**src/ioqc_cfg.svh**
```systemverilog
// ioqc_cfg.svh: register offsets, field ranges, codes and reset values
// assumes inclusion by bare name from every design file of the block
`ifndef IOQC_CFG_SVH
`define IOQC_CFG_SVH

// queue table
`define IOQC_NQ 4
`define IOQC_QI_W 2
`define IOQC_QID_LIM 16'h0004

// apb map, byte addresses
`define IOQC_A_CMD0 8'h00
`define IOQC_A_PTR_LO 8'h04
`define IOQC_A_PTR_HI 8'h08
`define IOQC_A_DW10 8'h0C
`define IOQC_A_DW11 8'h10
`define IOQC_A_GO 8'h14
`define IOQC_A_LIMITS 8'h18
`define IOQC_A_PAGE 8'h1C
`define IOQC_A_RESULT 8'h20
`define IOQC_A_IRQ_ST 8'h24
`define IOQC_A_IRQ_MSK 8'h28
`define IOQC_A_QSEL 8'h2C
`define IOQC_A_QBASE_LO 8'h30
`define IOQC_A_QBASE_HI 8'h34
`define IOQC_A_QINFO 8'h38
`define IOQC_A_DOORBELL 8'h3C

// fields
`define IOQC_F_OPC 7:0
`define IOQC_F_CID 31:16
`define IOQC_F_SIZE 31:16
`define IOQC_F_QID 15:0
`define IOQC_F_IV 31:16
`define IOQC_F_PC 0
`define IOQC_F_GO 0
`define IOQC_F_MQES 15:0
`define IOQC_F_MAXIV 31:16
`define IOQC_F_MPS 3:0
`define IOQC_F_TAIL 15:0
`define IOQC_F_DBQID 31:16

// opcodes and completion status
`define IOQC_OP_CREATE_SQ 8'h10
`define IOQC_OP_CREATE_CQ 8'h11
`define IOQC_SCT_GENERIC 3'h0
`define IOQC_SCT_CMD 3'h1
`define IOQC_SC_OK 8'h00
`define IOQC_SC_BAD_OP 8'h01
`define IOQC_SC_BAD_QID 8'h01
`define IOQC_SC_SIZE 8'h02
`define IOQC_SC_BAD_IV 8'h08

// reset values
`define IOQC_RST_MQES 16'h00FF
`define IOQC_RST_MAXIV 16'h0000
`define IOQC_RST_MPS 4'h0

// addressing
`define IOQC_PAGE_MIN 64'h0000_0000_0000_1000
`define IOQC_ENTRY_SHIFT 6

// interrupt events
`define IOQC_EV_W 3
`define IOQC_EV_OK 0
`define IOQC_EV_ERR 1
`define IOQC_EV_DB 2

`endif

```
**src/ioqc_pkg.sv**
```systemverilog
// ioqc_pkg: types shared by the queue-creation block
// assumes ioqc_cfg.svh holds every number
package ioqc_pkg;
    typedef enum logic [1:0] {
        ST_IDLE = 2'b00,
        ST_CHECK = 2'b01,
        ST_POST = 2'b11
    } ioqc_state_t;
    typedef logic [15:0] ioqc_half_t;
    typedef logic [63:0] ioqc_addr_t;
endpackage

```
**src/ioqc_top.sv**
```systemverilog
// ioqc_top: apb register file and interpreter for queue creation
// assumes an apb master on pclk, completion and fetch sinks on pclk
//
// Decided for this implementation: the APB slave port and the address map.
`timescale 1ns/1ps
`include "ioqc_cfg.svh"
//
// Contract
// - a finished completion-queue creation posts a completion with its status.
// - an identifier in use or out of range fails completion-queue creation with 1h.
// - a zero-based size above the entry capability fails it with 2h.
// - an interrupt vector beyond the supported ones fails it with 8h.
// - submission-queue creation uses only the pointer, dword 10 and dword 11.
// - the pointer is a contiguous base when the flag is one, else a list, page aligned.
// - the queue size is dword 10 bits 31:16, zero based.
// - the identifier is dword 10 bits 15:0 and binds the tail doorbell of that index.
module ioqc_top (
    // clock and reset
    input wire logic pclk,
    input wire logic presetn,
    // apb slave
    input wire logic psel,
    input wire logic penable,
    input wire logic pwrite,
    input wire logic [7:0] paddr,
    input wire logic [31:0] pwdata,
    output logic [31:0] prdata,
    output logic pready,
    output logic pslverr,
    // completion post to admin completion queue
    output logic cpl_valid,
    input wire logic cpl_ready,
    output logic [15:0] cpl_cid,
    output logic [2:0] cpl_sct,
    output logic [7:0] cpl_sc,
    // command fetch
    output logic fetch_valid,
    input wire logic fetch_ready,
    output logic [`IOQC_QI_W-1:0] fetch_qid,
    output logic [15:0] fetch_idx,
    output logic [63:0] fetch_addr,
    output logic fetch_contig,
    // interrupt
    output logic irq
);
    ioqc_pkg::ioqc_state_t state_q;
    ioqc_pkg::ioqc_state_t state_d;
    logic [31:0] cmd0_q;
    ioqc_pkg::ioqc_addr_t ptr_q;
    logic [31:0] dw10_q;
    logic [31:0] dw11_q;
    ioqc_pkg::ioqc_half_t mqes_q;
    ioqc_pkg::ioqc_half_t maxiv_q;
    logic [3:0] mps_q;
    logic [`IOQC_EV_W-1:0] mask_q;
    logic [`IOQC_QI_W-1:0] qsel_q;
    logic [`IOQC_NQ-1:0] cq_used_q;
    logic [`IOQC_NQ-1:0] sq_used_q;
    logic [`IOQC_NQ-1:0] sq_contig_q;
    logic [`IOQC_NQ-1:0][63:0] sq_base_q;
    logic [`IOQC_NQ-1:0][15:0] sq_size_q;
    logic [31:0] prdata_q;
    logic pready_q;
    logic pslverr_q;
    logic cpl_valid_q;
    logic [15:0] cpl_cid_q;
    logic [2:0] cpl_sct_q;
    logic [7:0] cpl_sc_q;
    logic rd_st_q;
    logic [`IOQC_EV_W-1:0] ev;
    logic [`IOQC_EV_W-1:0] irq_status;

    function automatic logic reg_hit(input logic [7:0] a);
        reg_hit = (a[1:0] == 2'b00) && (a <= `IOQC_A_DOORBELL);
    endfunction

    function automatic logic qid_in_range(input logic [15:0] q);
        qid_in_range = (q != 16'h0000) && (q < `IOQC_QID_LIM);
    endfunction

    // apb phases
    wire setup = psel && !penable;
    wire acc = psel && penable && pready_q;
    wire wr = acc && pwrite && reg_hit(paddr);
    wire idle = (state_q == ioqc_pkg::ST_IDLE);
    // command image locked while a command is in flight
    wire wr_cmd = wr && idle;
    wire wr_go = wr_cmd && (paddr == `IOQC_A_GO) && pwdata[`IOQC_F_GO];
    wire wr_db = wr && (paddr == `IOQC_A_DOORBELL);
    wire rd_st = setup && !pwrite && (paddr == `IOQC_A_IRQ_ST);

    // only dword 10, dword 11 and the cmd0 opcode feed the check
    wire [15:0] c_qid = dw10_q[`IOQC_F_QID];
    wire [15:0] c_size = dw10_q[`IOQC_F_SIZE];
    wire [15:0] c_iv = dw11_q[`IOQC_F_IV];
    wire c_pc = dw11_q[`IOQC_F_PC];
    wire [`IOQC_QI_W-1:0] c_idx = c_qid[`IOQC_QI_W-1:0];
    wire is_cq = (cmd0_q[`IOQC_F_OPC] == `IOQC_OP_CREATE_CQ);
    wire is_sq = (cmd0_q[`IOQC_F_OPC] == `IOQC_OP_CREATE_SQ);
    wire known = is_cq || is_sq;
    wire in_check = (state_q == ioqc_pkg::ST_CHECK);

    // identifier in use or out of range
    wire cq_bad_qid = !qid_in_range(c_qid) || cq_used_q[c_idx];
    wire sq_bad_qid = !qid_in_range(c_qid) || sq_used_q[c_idx];
    wire bad_size = c_size > mqes_q;
    // vector beyond the highest supported one
    wire bad_iv = c_iv > maxiv_q;

    wire [7:0] cq_sc = cq_bad_qid ? `IOQC_SC_BAD_QID :
        bad_size ? `IOQC_SC_SIZE :
        bad_iv ? `IOQC_SC_BAD_IV : `IOQC_SC_OK;
    // vector field is not checked for a submission queue
    wire [7:0] sq_sc = sq_bad_qid ? `IOQC_SC_BAD_QID :
        bad_size ? `IOQC_SC_SIZE : `IOQC_SC_OK;
    wire [7:0] chk_sc = is_cq ? cq_sc : is_sq ? sq_sc : `IOQC_SC_BAD_OP;
    wire chk_ok = known && (chk_sc == `IOQC_SC_OK);
    wire [2:0] chk_sct = (known && !chk_ok) ? `IOQC_SCT_CMD : `IOQC_SCT_GENERIC;

    wire [63:0] page_bytes = `IOQC_PAGE_MIN << mps_q;
    wire [63:0] base_masked = ptr_q & ~(page_bytes - 64'h1);

    // doorbell bound to a created queue of the same index
    wire [15:0] db_qid16 = pwdata[`IOQC_F_DBQID];
    wire [15:0] db_tail = pwdata[`IOQC_F_TAIL];
    wire [`IOQC_QI_W-1:0] db_idx = db_qid16[`IOQC_QI_W-1:0];
    // tail must lie within size plus one entries
    wire db_ok = wr_db && qid_in_range(db_qid16) && sq_used_q[db_idx] &&
        (db_tail <= sq_size_q[db_idx]);
    wire db_bad = wr_db && !db_ok;

    assign ev[`IOQC_EV_OK] = in_check && chk_ok;
    assign ev[`IOQC_EV_ERR] = in_check && !chk_ok;
    assign ev[`IOQC_EV_DB] = db_bad;

    // read selection, registered in the setup cycle
    wire [31:0] rd_mux =
        (paddr == `IOQC_A_CMD0) ? cmd0_q :
        (paddr == `IOQC_A_PTR_LO) ? ptr_q[31:0] :
        (paddr == `IOQC_A_PTR_HI) ? ptr_q[63:32] :
        (paddr == `IOQC_A_DW10) ? dw10_q :
        (paddr == `IOQC_A_DW11) ? dw11_q :
        (paddr == `IOQC_A_LIMITS) ? {maxiv_q, mqes_q} :
        (paddr == `IOQC_A_PAGE) ? {28'h0, mps_q} :
        (paddr == `IOQC_A_RESULT) ? {15'h0, !idle, 5'h0, cpl_sct_q, cpl_sc_q} :
        (paddr == `IOQC_A_IRQ_ST) ? {29'h0, irq_status} :
        (paddr == `IOQC_A_IRQ_MSK) ? {29'h0, mask_q} :
        (paddr == `IOQC_A_QSEL) ? {30'h0, qsel_q} :
        (paddr == `IOQC_A_QBASE_LO) ? sq_base_q[qsel_q][31:0] :
        (paddr == `IOQC_A_QBASE_HI) ? sq_base_q[qsel_q][63:32] :
        (paddr == `IOQC_A_QINFO) ?
            {14'h0, sq_used_q[qsel_q], sq_contig_q[qsel_q], sq_size_q[qsel_q]} :
        32'h0;
    // only the bits that were read are cleared, later events survive
    wire [`IOQC_EV_W-1:0] clr_bits = (rd_st_q && acc) ? prdata_q[`IOQC_EV_W-1:0] : '0;

    always_ff @(posedge pclk or negedge presetn) begin
        if (!presetn) begin
            prdata_q <= 32'h0;
            pready_q <= 1'b0;
            pslverr_q <= 1'b0;
            rd_st_q <= 1'b0;
        end else begin
            pready_q <= setup;
            pslverr_q <= setup && !reg_hit(paddr);
            rd_st_q <= rd_st;
            if (setup) prdata_q <= pwrite ? 32'h0 : rd_mux;
        end
    end

    always_ff @(posedge pclk or negedge presetn) begin
        if (!presetn) begin
            cmd0_q <= 32'h0;
            ptr_q <= 64'h0;
            dw10_q <= 32'h0;
            dw11_q <= 32'h0;
        end else if (wr_cmd) begin
            if (paddr == `IOQC_A_CMD0) cmd0_q <= pwdata;
            if (paddr == `IOQC_A_PTR_LO) ptr_q[31:0] <= pwdata;
            if (paddr == `IOQC_A_PTR_HI) ptr_q[63:32] <= pwdata;
            if (paddr == `IOQC_A_DW10) dw10_q <= pwdata;
            if (paddr == `IOQC_A_DW11) dw11_q <= pwdata;
        end
    end

    always_ff @(posedge pclk or negedge presetn) begin
        if (!presetn) begin
            mqes_q <= `IOQC_RST_MQES;
            maxiv_q <= `IOQC_RST_MAXIV;
            mps_q <= `IOQC_RST_MPS;
            mask_q <= '0;
            qsel_q <= '0;
        end else if (wr) begin
            if (paddr == `IOQC_A_LIMITS) mqes_q <= pwdata[`IOQC_F_MQES];
            if (paddr == `IOQC_A_LIMITS) maxiv_q <= pwdata[`IOQC_F_MAXIV];
            if (paddr == `IOQC_A_PAGE) mps_q <= pwdata[`IOQC_F_MPS];
            if (paddr == `IOQC_A_IRQ_MSK) mask_q <= pwdata[`IOQC_EV_W-1:0];
            if (paddr == `IOQC_A_QSEL) qsel_q <= pwdata[`IOQC_QI_W-1:0];
        end
    end

    always_comb begin
        state_d = state_q;
        unique case (state_q)
            ioqc_pkg::ST_IDLE: if (wr_go) state_d = ioqc_pkg::ST_CHECK;
            ioqc_pkg::ST_CHECK: state_d = ioqc_pkg::ST_POST;
            ioqc_pkg::ST_POST: if (cpl_ready) state_d = ioqc_pkg::ST_IDLE;
            default: state_d = ioqc_pkg::ST_IDLE;
        endcase
    end

    // completion held until the sink takes it
    always_ff @(posedge pclk or negedge presetn) begin
        if (!presetn) begin
            state_q <= ioqc_pkg::ST_IDLE;
            cpl_valid_q <= 1'b0;
            cpl_cid_q <= 16'h0000;
            cpl_sct_q <= `IOQC_SCT_GENERIC;
            cpl_sc_q <= `IOQC_SC_OK;
        end else begin
            state_q <= state_d;
            if (in_check) begin
                cpl_valid_q <= 1'b1;
                cpl_cid_q <= cmd0_q[`IOQC_F_CID];
                cpl_sct_q <= chk_sct;
                cpl_sc_q <= chk_sc;
            end else if (cpl_ready) begin
                cpl_valid_q <= 1'b0;
            end
        end
    end

    always_ff @(posedge pclk or negedge presetn) begin
        if (!presetn) begin
            cq_used_q <= '0;
            sq_used_q <= '0;
            sq_contig_q <= '0;
            sq_base_q <= '0;
            sq_size_q <= '0;
        end else if (in_check && chk_ok) begin
            if (is_cq) cq_used_q[c_idx] <= 1'b1;
            if (is_sq) begin
                sq_used_q[c_idx] <= 1'b1;
                sq_contig_q[c_idx] <= c_pc;
                sq_base_q[c_idx] <= base_masked;
                sq_size_q[c_idx] <= c_size;
            end
        end
    end

    ioqc_irq u_irq (
        .pclk(pclk),
        .presetn(presetn),
        .ev(ev),
        .clr_bits(clr_bits),
        .mask(mask_q),
        .status(irq_status),
        .irq(irq)
    );

    ioqc_fetch u_fetch (
        .pclk(pclk),
        .presetn(presetn),
        .db_we(db_ok),
        .db_qid(db_idx),
        .db_tail(db_tail),
        .q_used(sq_used_q),
        .q_contig(sq_contig_q),
        .q_base(sq_base_q),
        .q_size(sq_size_q),
        .fetch_valid(fetch_valid),
        .fetch_ready(fetch_ready),
        .fetch_qid(fetch_qid),
        .fetch_idx(fetch_idx),
        .fetch_addr(fetch_addr),
        .fetch_contig(fetch_contig)
    );

    assign prdata = prdata_q;
    assign pready = pready_q;
    assign pslverr = pslverr_q;
    assign cpl_valid = cpl_valid_q;
    assign cpl_cid = cpl_cid_q;
    assign cpl_sct = cpl_sct_q;
    assign cpl_sc = cpl_sc_q;
endmodule

```
**src/ioqc_irq.sv**
```systemverilog
// ioqc_irq: sticky event status, mask and one level interrupt
// assumes events and clears come from logic on pclk
`timescale 1ns/1ps
`include "ioqc_cfg.svh"
module ioqc_irq (
    // clock and reset
    input wire logic pclk,
    input wire logic presetn,
    // events and software access
    input wire logic [`IOQC_EV_W-1:0] ev,
    input wire logic [`IOQC_EV_W-1:0] clr_bits,
    input wire logic [`IOQC_EV_W-1:0] mask,
    // state
    output logic [`IOQC_EV_W-1:0] status,
    output logic irq
);
    logic [`IOQC_EV_W-1:0] status_q;
    logic irq_q;
    // set wins over a clear in the same cycle
    wire [`IOQC_EV_W-1:0] status_d = (status_q & ~clr_bits) | ev;

    always_ff @(posedge pclk or negedge presetn) begin
        if (!presetn) begin
            status_q <= '0;
            irq_q <= 1'b0;
        end else begin
            status_q <= status_d;
            irq_q <= |(status_d & mask);
        end
    end

    assign status = status_q;
    assign irq = irq_q;
endmodule

```
**src/ioqc_fetch.sv**
```systemverilog
// ioqc_fetch: per-queue head and tail, issues command fetches
// assumes queue table is stable while a queue is in use
`timescale 1ns/1ps
`include "ioqc_cfg.svh"
module ioqc_fetch (
    // clock and reset
    input wire logic pclk,
    input wire logic presetn,
    // doorbell from register file
    input wire logic db_we,
    input wire logic [`IOQC_QI_W-1:0] db_qid,
    input wire logic [15:0] db_tail,
    // queue table
    input wire logic [`IOQC_NQ-1:0] q_used,
    input wire logic [`IOQC_NQ-1:0] q_contig,
    input wire logic [`IOQC_NQ-1:0][63:0] q_base,
    input wire logic [`IOQC_NQ-1:0][15:0] q_size,
    // fetch request
    output logic fetch_valid,
    input wire logic fetch_ready,
    output logic [`IOQC_QI_W-1:0] fetch_qid,
    output logic [15:0] fetch_idx,
    output logic [63:0] fetch_addr,
    output logic fetch_contig
);
    logic [`IOQC_NQ-1:0] pend;
    logic [`IOQC_NQ-1:0][15:0] head_w;
    logic [`IOQC_QI_W-1:0] pick;
    logic any_pend;
    logic valid_q;
    logic [`IOQC_QI_W-1:0] qid_q;
    logic [15:0] idx_q;
    logic [63:0] addr_q;
    logic contig_q;

    wire launch = any_pend && (!valid_q || fetch_ready);
    // entry address in a contiguous queue
    wire [63:0] launch_addr = q_contig[pick] ?
        q_base[pick] + ({48'h0, head_w[pick]} << `IOQC_ENTRY_SHIFT) : q_base[pick];

    // lowest queue first; higher ones wait
    always_comb begin
        pick = '0;
        any_pend = 1'b0;
        for (int i = `IOQC_NQ - 1; i >= 0; i--) begin
            if (pend[i]) begin
                pick = `IOQC_QI_W'(i);
                any_pend = 1'b1;
            end
        end
    end

    genvar g;
    generate
        for (g = 0; g < `IOQC_NQ; g++) begin : g_q
            logic [15:0] head_q;
            logic [15:0] tail_q;
            wire hit_db = db_we && (db_qid == `IOQC_QI_W'(g));
            wire hit_go = launch && (pick == `IOQC_QI_W'(g));
            wire [15:0] head_nx = (head_q == q_size[g]) ? 16'h0000 : head_q + 16'h0001;
            assign pend[g] = q_used[g] && (head_q != tail_q);
            assign head_w[g] = head_q;
            always_ff @(posedge pclk or negedge presetn) begin
                if (!presetn) begin
                    head_q <= 16'h0000;
                    tail_q <= 16'h0000;
                end else begin
                    if (hit_db) tail_q <= db_tail;
                    if (hit_go) head_q <= head_nx;
                end
            end

        end
    endgenerate

    always_ff @(posedge pclk or negedge presetn) begin
        if (!presetn) begin
            valid_q <= 1'b0;
            qid_q <= '0;
            idx_q <= 16'h0000;
            addr_q <= 64'h0;
            contig_q <= 1'b0;
        end else if (launch) begin
            valid_q <= 1'b1;
            qid_q <= pick;
            idx_q <= head_w[pick];
            addr_q <= launch_addr;
            contig_q <= q_contig[pick];
        end else if (fetch_ready) begin
            valid_q <= 1'b0;
        end
    end

    assign fetch_valid = valid_q;
    assign fetch_qid = qid_q;
    assign fetch_idx = idx_q;
    assign fetch_addr = addr_q;
    assign fetch_contig = contig_q;
endmodule

```
**config.mk**
```make
export PLATFORM = sky130hd
export DESIGN_NAME = ioqc_top
export DESIGN_NICKNAME = d
export VERILOG_FILES = /design/src/ioqc_pkg.sv /design/src/ioqc_top.sv /design/src/ioqc_irq.sv /design/src/ioqc_fetch.sv
export VERILOG_INCLUDE_DIRS = /design/src
export SDC_FILE = /design/constraint.sdc
export NUM_CORES = 2
export LEC_CHECK = 0
export BUFFER_PORTS_ARGS = -buffer_cell sky130_fd_sc_hd__buf_2
export CAP_MARGIN = 20
export CORE_MARGIN = 4
export CORE_UTILIZATION = 35
export CTS_CLUSTER_DIAMETER = 60
export DETAILED_ROUTE_END_ITERATION = 16
export GPL_ROUTABILITY_DRIVEN = 0
export PLACE_DENSITY = 0.49
export SYNTH_ARGS = -nofsm -noshare
export SYNTH_HDL_FRONTEND = slang
export SYNTH_SLANG_ARGS = --single-unit
```
**constraint.sdc**
```tcl
create_clock -name pclk -period 6.5 [get_ports pclk]
set_input_delay 0.65 -clock pclk [delete_from_list [all_inputs] [get_ports pclk]]
set_output_delay 0.65 -clock pclk [all_outputs]
set_load 0.05 [all_outputs]
```
======== Word-level counts from Yosys, hierarchy flattened ========
Cells that the tools add are included.
W data, S select, Z words.
storage, ports and cells
  register bits after elaboration ......... 814
  input port bits ......................... 47
  word-level logic and storage cells ...... 254
operators by class
  $add $sub $neg .......................... 6
  magnitude comparators ................... 11
  equal/unequal tests ..................... 35
  shifts and indexed selects .............. 1
  muxes and demuxes ....................... 75
  bitwise logic cells ..................... 8
  reductions and logical operators ........ 73
operators by type and width
  kind                     number
  $mux W32                 14
  $bmux W64 S2             2
  $bwmux W256              1
  $mux W64                 4
  $demux W64 S2            1
  $mux W16                 8
  $bmux W16 S2             3
  $add A16 B1 Y16 const B  4
  $add A64 B22 Y64         1
  $and A64 B64 Y64         1
  $bwmux W64               1
  $eq A16 B16 Y1           4
  $eq A8 B6 Y1 const B     8
  $ne A16 B16 Y1           4
  $not A64 Y64             1
  $shl A13 B4 Y64 const A  1
  $sub A64 B1 Y64 const B  1
  $eq A8 B5 Y1 const B     6
  $logic_and A1 B1 Y1      38
  $demux W16 S2            1
  $gt A16 B16 Y1           2
  $lt A16 B3 Y1 const B    2
  $reduce_bool A16 Y1      2
  $reduce_and A2 Y1        12
  other kinds (29)         87

======== Longest topological paths before layout ========
  depth in word-level cells ............... 17
  mapped depth ............................ 25
  gate-level depth less buffers ........... 20

======== Hierarchy ========
From an unflattened synthesis, not the netlist that was laid out.
second synthesis, totals
  cell total of the unflattened synthesis .. 3,845
  area total of the unflattened synthesis .. 40,334.9 um^2
modules (own cells, without submodules)
  module      times used  cells each  area an instance (um^2)  sequential area each (um^2)
  ioqc_top    1           2,222       25,874.8                 13,598.0
  ioqc_fetch  1           1,611       14,307.5                 5,305.1
  ioqc_irq    1           12          152.6                    100.1

======== Worst setup path before layout ========
Ideal clock, no wire load.
  path type ............................... reg2reg
  start point ............................. reg u_fetch.g_q[2].head_q[4]
  end point ............................... reg u_fetch.addr_q[40] (netlist: u_fetch.fetch_addr[40])
  setup time .............................. 0.132 ns
  arrival time ............................ 5.140 ns
  setup slack ............................. 1.228 ns
  stages on the path, launching flop included .. 26
  buffers on the path ..................... 5
  cell sequence ........................... dfrtp_1 > buf_6 > xnor2_1 > nand4_1 > o41ai_4 > nand2b_1 > buf_4 > buf_4 > nor2_1 > clkbuf_1 > a222oi_1 > nand2_1 > ha_1 > fa_1 > a21o_1 > a21oi_1 > o21bai_1 > a2111oi_0 > o311ai_0 > o211ai_1 > nor3_1 > nand4_1 > buf_4 > nor3_1 > xor2_1 > o21ai_1
between the ends
  word-level cells in the longest chain between the ends .. 9
  elaborated cells between the ends (all ways) .. 17
  those cells by class .................... add/sub (1); eq/ne (1); mux (13); reduce/logical (2)
RTL lines
  element                                                            line              text
  start: declaration                                                 ioqc_fetch.sv:56  logic [15:0] head_q;
  start signal: assignment                                           ioqc_fetch.sv:69  if (hit_go) head_q <= head_nx;
  $ne A16 B16 Y1                                                     ioqc_fetch.sv:61  assign pend[g] = q_used[g] && (head_q != tail_q);
  $logic_and A1 B1 Y1                                                ioqc_fetch.sv:61
  $mux W2 (3 in a row)                                               ioqc_fetch.sv:46  if (pend[i]) begin
  $bmux W64 S2 / $bmux W16 S2 (equally long branches)                ioqc_fetch.sv:39  q_base[pick] + ({48'h0, head_w[pick]} << `IOQC_ENTRY_SHIFT) : q_base[pick];
  $mux W64 (not written as such) / $mux W16 (equally long branches)  ioqc_fetch.sv:39
  $add A64 B22 Y64                                                   ioqc_fetch.sv:39
  $mux W64                                                           ioqc_fetch.sv:38  wire [63:0] launch_addr = q_contig[pick] ?
  end signal: assignment                                             ioqc_fetch.sv:87  addr_q <= launch_addr;
  end: declaration                                                   ioqc_fetch.sv:33  logic [63:0] addr_q;
Parallel ways exist; a longest one is shown, timed or not. The select of a mux whose other input is x is not followed.
A chain may end at the register's enable or synchronous reset.

======== Worst setup path in the final report ========
  start point ............................. reg u_fetch.g_q[3].head_q[5]
  end point ............................... reg u_fetch.addr_q[43] (netlist: u_fetch.fetch_addr[43])
between the ends
  word-level cells in the longest chain between the ends .. 10
  elaborated cells between the ends (all ways) .. 19
  those cells by class .................... add/sub (1); eq/ne (1); mux (15); reduce/logical (2)
RTL lines
  element                                                            line
  start: declaration                                                 ioqc_fetch.sv:56
  start signal: assignment                                           ioqc_fetch.sv:69
  $ne A16 B16 Y1                                                     ioqc_fetch.sv:61
  $logic_and A1 B1 Y1                                                ioqc_fetch.sv:61
  $mux W2 (4 in a row)                                               ioqc_fetch.sv:46
  $bmux W64 S2 / $bmux W16 S2 (equally long branches)                ioqc_fetch.sv:39
  $mux W64 (not written as such) / $mux W16 (equally long branches)  ioqc_fetch.sv:39
  $add A64 B22 Y64                                                   ioqc_fetch.sv:39
  $mux W64                                                           ioqc_fetch.sv:38
Parallel ways exist; a longest one is shown, timed or not. The select of a mux whose other input is x is not followed.

==> results.md <==
- The worst setup path is captured at a flop.
- The insertion delay of the later-clocked pin in the worst-skew pair is 680 ps.
- The row count is 120.
- The number of enable-type register cells in the synthesized netlist is 0.
- On the final layout, the worst hold slack is 96.0 ps.
- The setup TNS after final layout is 0 ps.
- Of the synthesized area, sequential elements account for 49.5%.
- The clock arrives with 34.2 ps of skew.
- Using the TritonRoute via totals, the vias-per-cell ratio works out to 5.64.
- The setup-violating endpoint count in the final report is 0.
- Before CTS, the worst setup slack after placement is 537 ps.
- The number of I/O port buffers is 180.
- Of all nets on the critical path, the largest fanout is 15.
- The routed wire length is 137000 um.
- The run finished with clean final reports.
- After synthesis the netlist holds a flip-flop and latch count of 753.
- In this design, the stage delay of the slowest critical-path cell is 570 ps.
- The TritonCTS buffer count is 94.
- Dividing the detail-routed wire length by the instance count gives 27.3 um.
- For this run, the leading register cell type out of synthesis is sky130_fd_sc_hd__dfrtp_1.
- IR analysis of the VDD net gives a maximum drop of 0.198 mV.
- After the first detailed-routing iteration, the DRC count stood at 2694.
- Yosys instantiated no cell more often than sky130_fd_sc_hd__dfrtp_1.
- The count of TritonRoute iterations in the first routing pass is 7.
- The HPWL after detailed placement is 97100 um.
- The total overflow left after global routing is 0.
- The library cell occupying the most area in the post-synthesis netlist is sky130_fd_sc_hd__dfrtp_1.
- Traced cell by cell, the critical path runs through xnor2_1 -> nand4_1 -> o41ai_4 -> buf_4 -> or4_1 -> buf_4 -> o22ai_1 -> nor3_1 -> ha_1 -> nand2_1 -> o21ai_0 -> o211ai_1 -> o2111ai_1 -> nor4b_2 -> nand4_2 -> buf_4 -> nor2_1 -> a211oi_1 -> a22o_1.
- Setup repair after global routing left no endpoint under its margin.
- The kind of cell with the highest combined delay on the critical path is simple AND/OR/NAND/NOR gates.
- The TritonCTS clock tree is yes.
- The post-synthesis instance area is 38100 um^2.
- The x dimension of the die is 338 um.
- The number of gates given a new drive strength after cts is 0.
- The initial utilization of the core area, before any placement, comes to 35.4%.
- The aggregate global-route resource usage is 23.9%.
- The start-to-end type of the worst setup path is reg2reg.
- The fraction of synthesis flops using an asynchronous set or reset pin is 100%.
- The number of buffers and inverters on the critical path is 3.
- The number of top-level design ports is 194.
- The final-stage net count is 3641.
- The data required time at the worst endpoint is 7050 ps.
- The most used cell along the critical path is sky130_fd_sc_hd__buf_4.
- For this design the ratio of total power to cell area is 240 nW/um^2.
- At the pin with the least slew margin, the transition time is 1100 ps.
- The y dimension of the die is 338 um.
- The number of global-route vias before repair came to 27400.
- The number of vias after detailed routing is 28300.
- Compared with the post-synthesis result, the final layout area differs by 14.2%.
- The number of antenna violations at the first check in global routing is 10.
- The fraction of final layout cells sized beyond drive strength 1 is 26.3%.
- The largest individual stage delay along the critical path comes from the cell sky130_fd_sc_hd__dfrtp_1.
- The headroom to the max-slew limit is 26.6%.
- The detail route stage leaves a number of antenna-violating nets equal to 0.
- The DRC violations left is 0.
- Entering global routing, the biggest net connects 169 pins.
- The master cell of the clock root buffer is sky130_fd_sc_hd__clkbuf_16.
- The final number of hold-violating endpoints is 0.
- The share of synthesized area in the top cell type comes to 48.9%.
- The number of placed instances, taps included, is 4836.
- By area the synthesized netlist is led by sky130_fd_sc_hd__dfrtp_1 49%, sky130_fd_sc_hd__mux2_2 11%, sky130_fd_sc_hd__nand2_1 4.1%.
- No sink is reached through more buffers than the 3 on the longest clock path.
- The final count of pins violating max slew is 0.
- The final instance count without filler cells is 5016.
- Across the run, the number of max-cap violations was 0.
- Yosys printed 0 warnings.
- The highest achievable clock rate is 0.167 GHz.
- The first global-routing pass estimated 201000 um of wire.
- The clock drives 753 sinks.
- In this run the number of H-tree levels came out at 3.
- The min-delay analysis places its worst path in the category in2async.
- In the post-route analysis, the smallest setup slack over all paths is 525 ps.
- The static leakage power is 20.5 nW.
- The category of the worst setup path launch point is a flop.
- The number of instances in the synthesized netlist is 3480.
- The CTS clock-pin slew for the worst setup and hold paths is 60 ps.
- The final period demand of the worst path is 5970 ps.
- A synthesized cell averages 10.9 um^2.
- The number of distinct standard cells referenced by the synthesized netlist is 81.
- The number of post-CTS setup repair buffers is 0.
- Buffers inserted to repair hold after CTS numbered 0.
- After synthesis, the most frequently instantiated cells are 745 x sky130_fd_sc_hd__dfrtp_1, 412 x sky130_fd_sc_hd__nand2_1, 364 x sky130_fd_sc_hd__mux2_2.
- Dividing the final minimum period by the clock period gives 91.9%.
- STA puts the critical path data arrival time at 6530 ps.
- The floorplan step defined a core boundary enclosing 108000 um^2.
- The area enclosed by the die boundary is 114000 um^2.
[final timing paths]
check | start | end | slack, ps | cells after the start
worst max register to register | u_fetch.g_q[3].head_q[5] | u_fetch.fetch_addr[43] | 530 | 19
min in group pclk | cpl_ready | cpl_valid | 190 | 2
max in group asynchronous | presetn | u_fetch.fetch_idx[13] | 4900 | 2
worst min register to register | cq_used_q[0] | cq_used_q[0] | 390 | 0
worst max-delay path | u_fetch.g_q[3].head_q[5] | u_fetch.fetch_addr[43] | 530 | 19
worst min-delay path | presetn | dw10_q[7] | 100 | 1
[stage by stage]
stage	cell area (um^2)	power, mW	utilization (%)
after floorplan	38100	4.84	-
after global placement	40200	5.03	37.4
after detailed placement	40200	5.03	37.4
after CTS	43500	10.6	40.5
after global routing	43500	10.8	40.5
final	43500	10.4	40.5
[sequential cells by signal, indices dropped and copies added, names as in the netlist, 16 cells and up]
signal,cells
mqes_q,16
u_fetch.g_q.tail_q,64
dw10_q,32
sq_base_q,208
cpl_cid,16
u_fetch.fetch_idx,16
cmd0_q,32
sq_size_q,64
prdata,32
u_fetch.g_q.head_q,64
u_fetch.fetch_addr,58
ptr_q,64
dw11_q,32
maxiv_q,16
[cell families (layout without fill, tap and decap cells)]
group | count (synthesis) | in the layout | share of synthesized area [%]
compound gates | 681 | 681 | 11.9
other cells | 1 | 19 | 0.00984
simple gates | 890 | 890 | 11.1
xor+xnor | 220 | 220 | 5.18
flops | 753 | 753 | 49.5
mux | 463 | 463 | 15.6
buf+inv | 407 | 522 | 4.52
fa+ha+maj | 65 | 65 | 2.15
[worst reg2reg max path, stage by stage, from the launching register on]
cell and delay [ps]:
sky130_fd_sc_hd__dfrtp_1 570, sky130_fd_sc_hd__xnor2_1 170, sky130_fd_sc_hd__nand4_1 180, sky130_fd_sc_hd__o41ai_4 560, sky130_fd_sc_hd__buf_4 350, sky130_fd_sc_hd__or4_1 330, sky130_fd_sc_hd__buf_4 310, sky130_fd_sc_hd__o22ai_1 120
sky130_fd_sc_hd__nor3_1 440, sky130_fd_sc_hd__ha_1 240, sky130_fd_sc_hd__nand2_1 60, sky130_fd_sc_hd__o21ai_0 290, sky130_fd_sc_hd__o211ai_1 220, sky130_fd_sc_hd__o2111ai_1 300, sky130_fd_sc_hd__nor4b_2 440, sky130_fd_sc_hd__nand4_2 520
sky130_fd_sc_hd__buf_4 350, sky130_fd_sc_hd__nor2_1 130, sky130_fd_sc_hd__a211oi_1 90, sky130_fd_sc_hd__a22o_1 210
[where the power goes]
group / switching [mW] / internal (mW) / leakage (nW)
clock network: 2.18 / 3.33 / 1.62
registers: 0.00139 / 4.69 / 10.5
logic: 0.207 / 0.0352 / 8.41
[layout make-up]
type | instances | area, um^2
sequential | 753 | 18900
clock buffer | 124 | 2660
tap | 1403 | 1760
antenna | 6 | 15.0
timing repair buffer | 275 | 1710
clock inverter | 50 | 599
multi-input combinational | 2332 | 17600
fill | 10400 | 64000
inverter | 73 | 274
[layout by cell type (no fill, tap or decap), drive strengths merged, types with 10 or more instances in the layout]
| master | instances |
|---|---|
| a21o | 13 |
| a21oi | 94 |
| a221oi | 36 |
| a222oi | 23 |
| a22oi | 59 |
| a31oi | 20 |
| and3 | 15 |
| buf | 275 |
| bufinv | 11 |
| clkbuf | 124 |
| clkinv | 26 |
| conb | 13 |
| dfrtp | 745 |
| ha | 64 |
| inv | 83 |
| mux2 | 364 |
| mux2i | 31 |
| mux4 | 68 |
| nand2 | 412 |
| nand2b | 20 |
| nand3 | 41 |
| nand4 | 59 |
| nor2 | 181 |
| nor2b | 13 |
| nor3 | 46 |
| nor4 | 56 |
| o21a | 18 |
| o21ai | 263 |
| o221ai | 38 |
| o22ai | 24 |
| o2bb2ai | 23 |
| or2 | 10 |
| or3 | 16 |
| xnor2 | 92 |
| xor2 | 128 |
[routing by layer]
metal	GRT usage, %	vias to the layer above	wire [um]
li1	-	12600	-
met1	37.4	14500	67300
met2	34.1	1042	57000
met3	4.20	138	10100
met4	5.36	8	2560
met5	0	-	55
No activity file was read; power rests on OpenSTA's default activity.
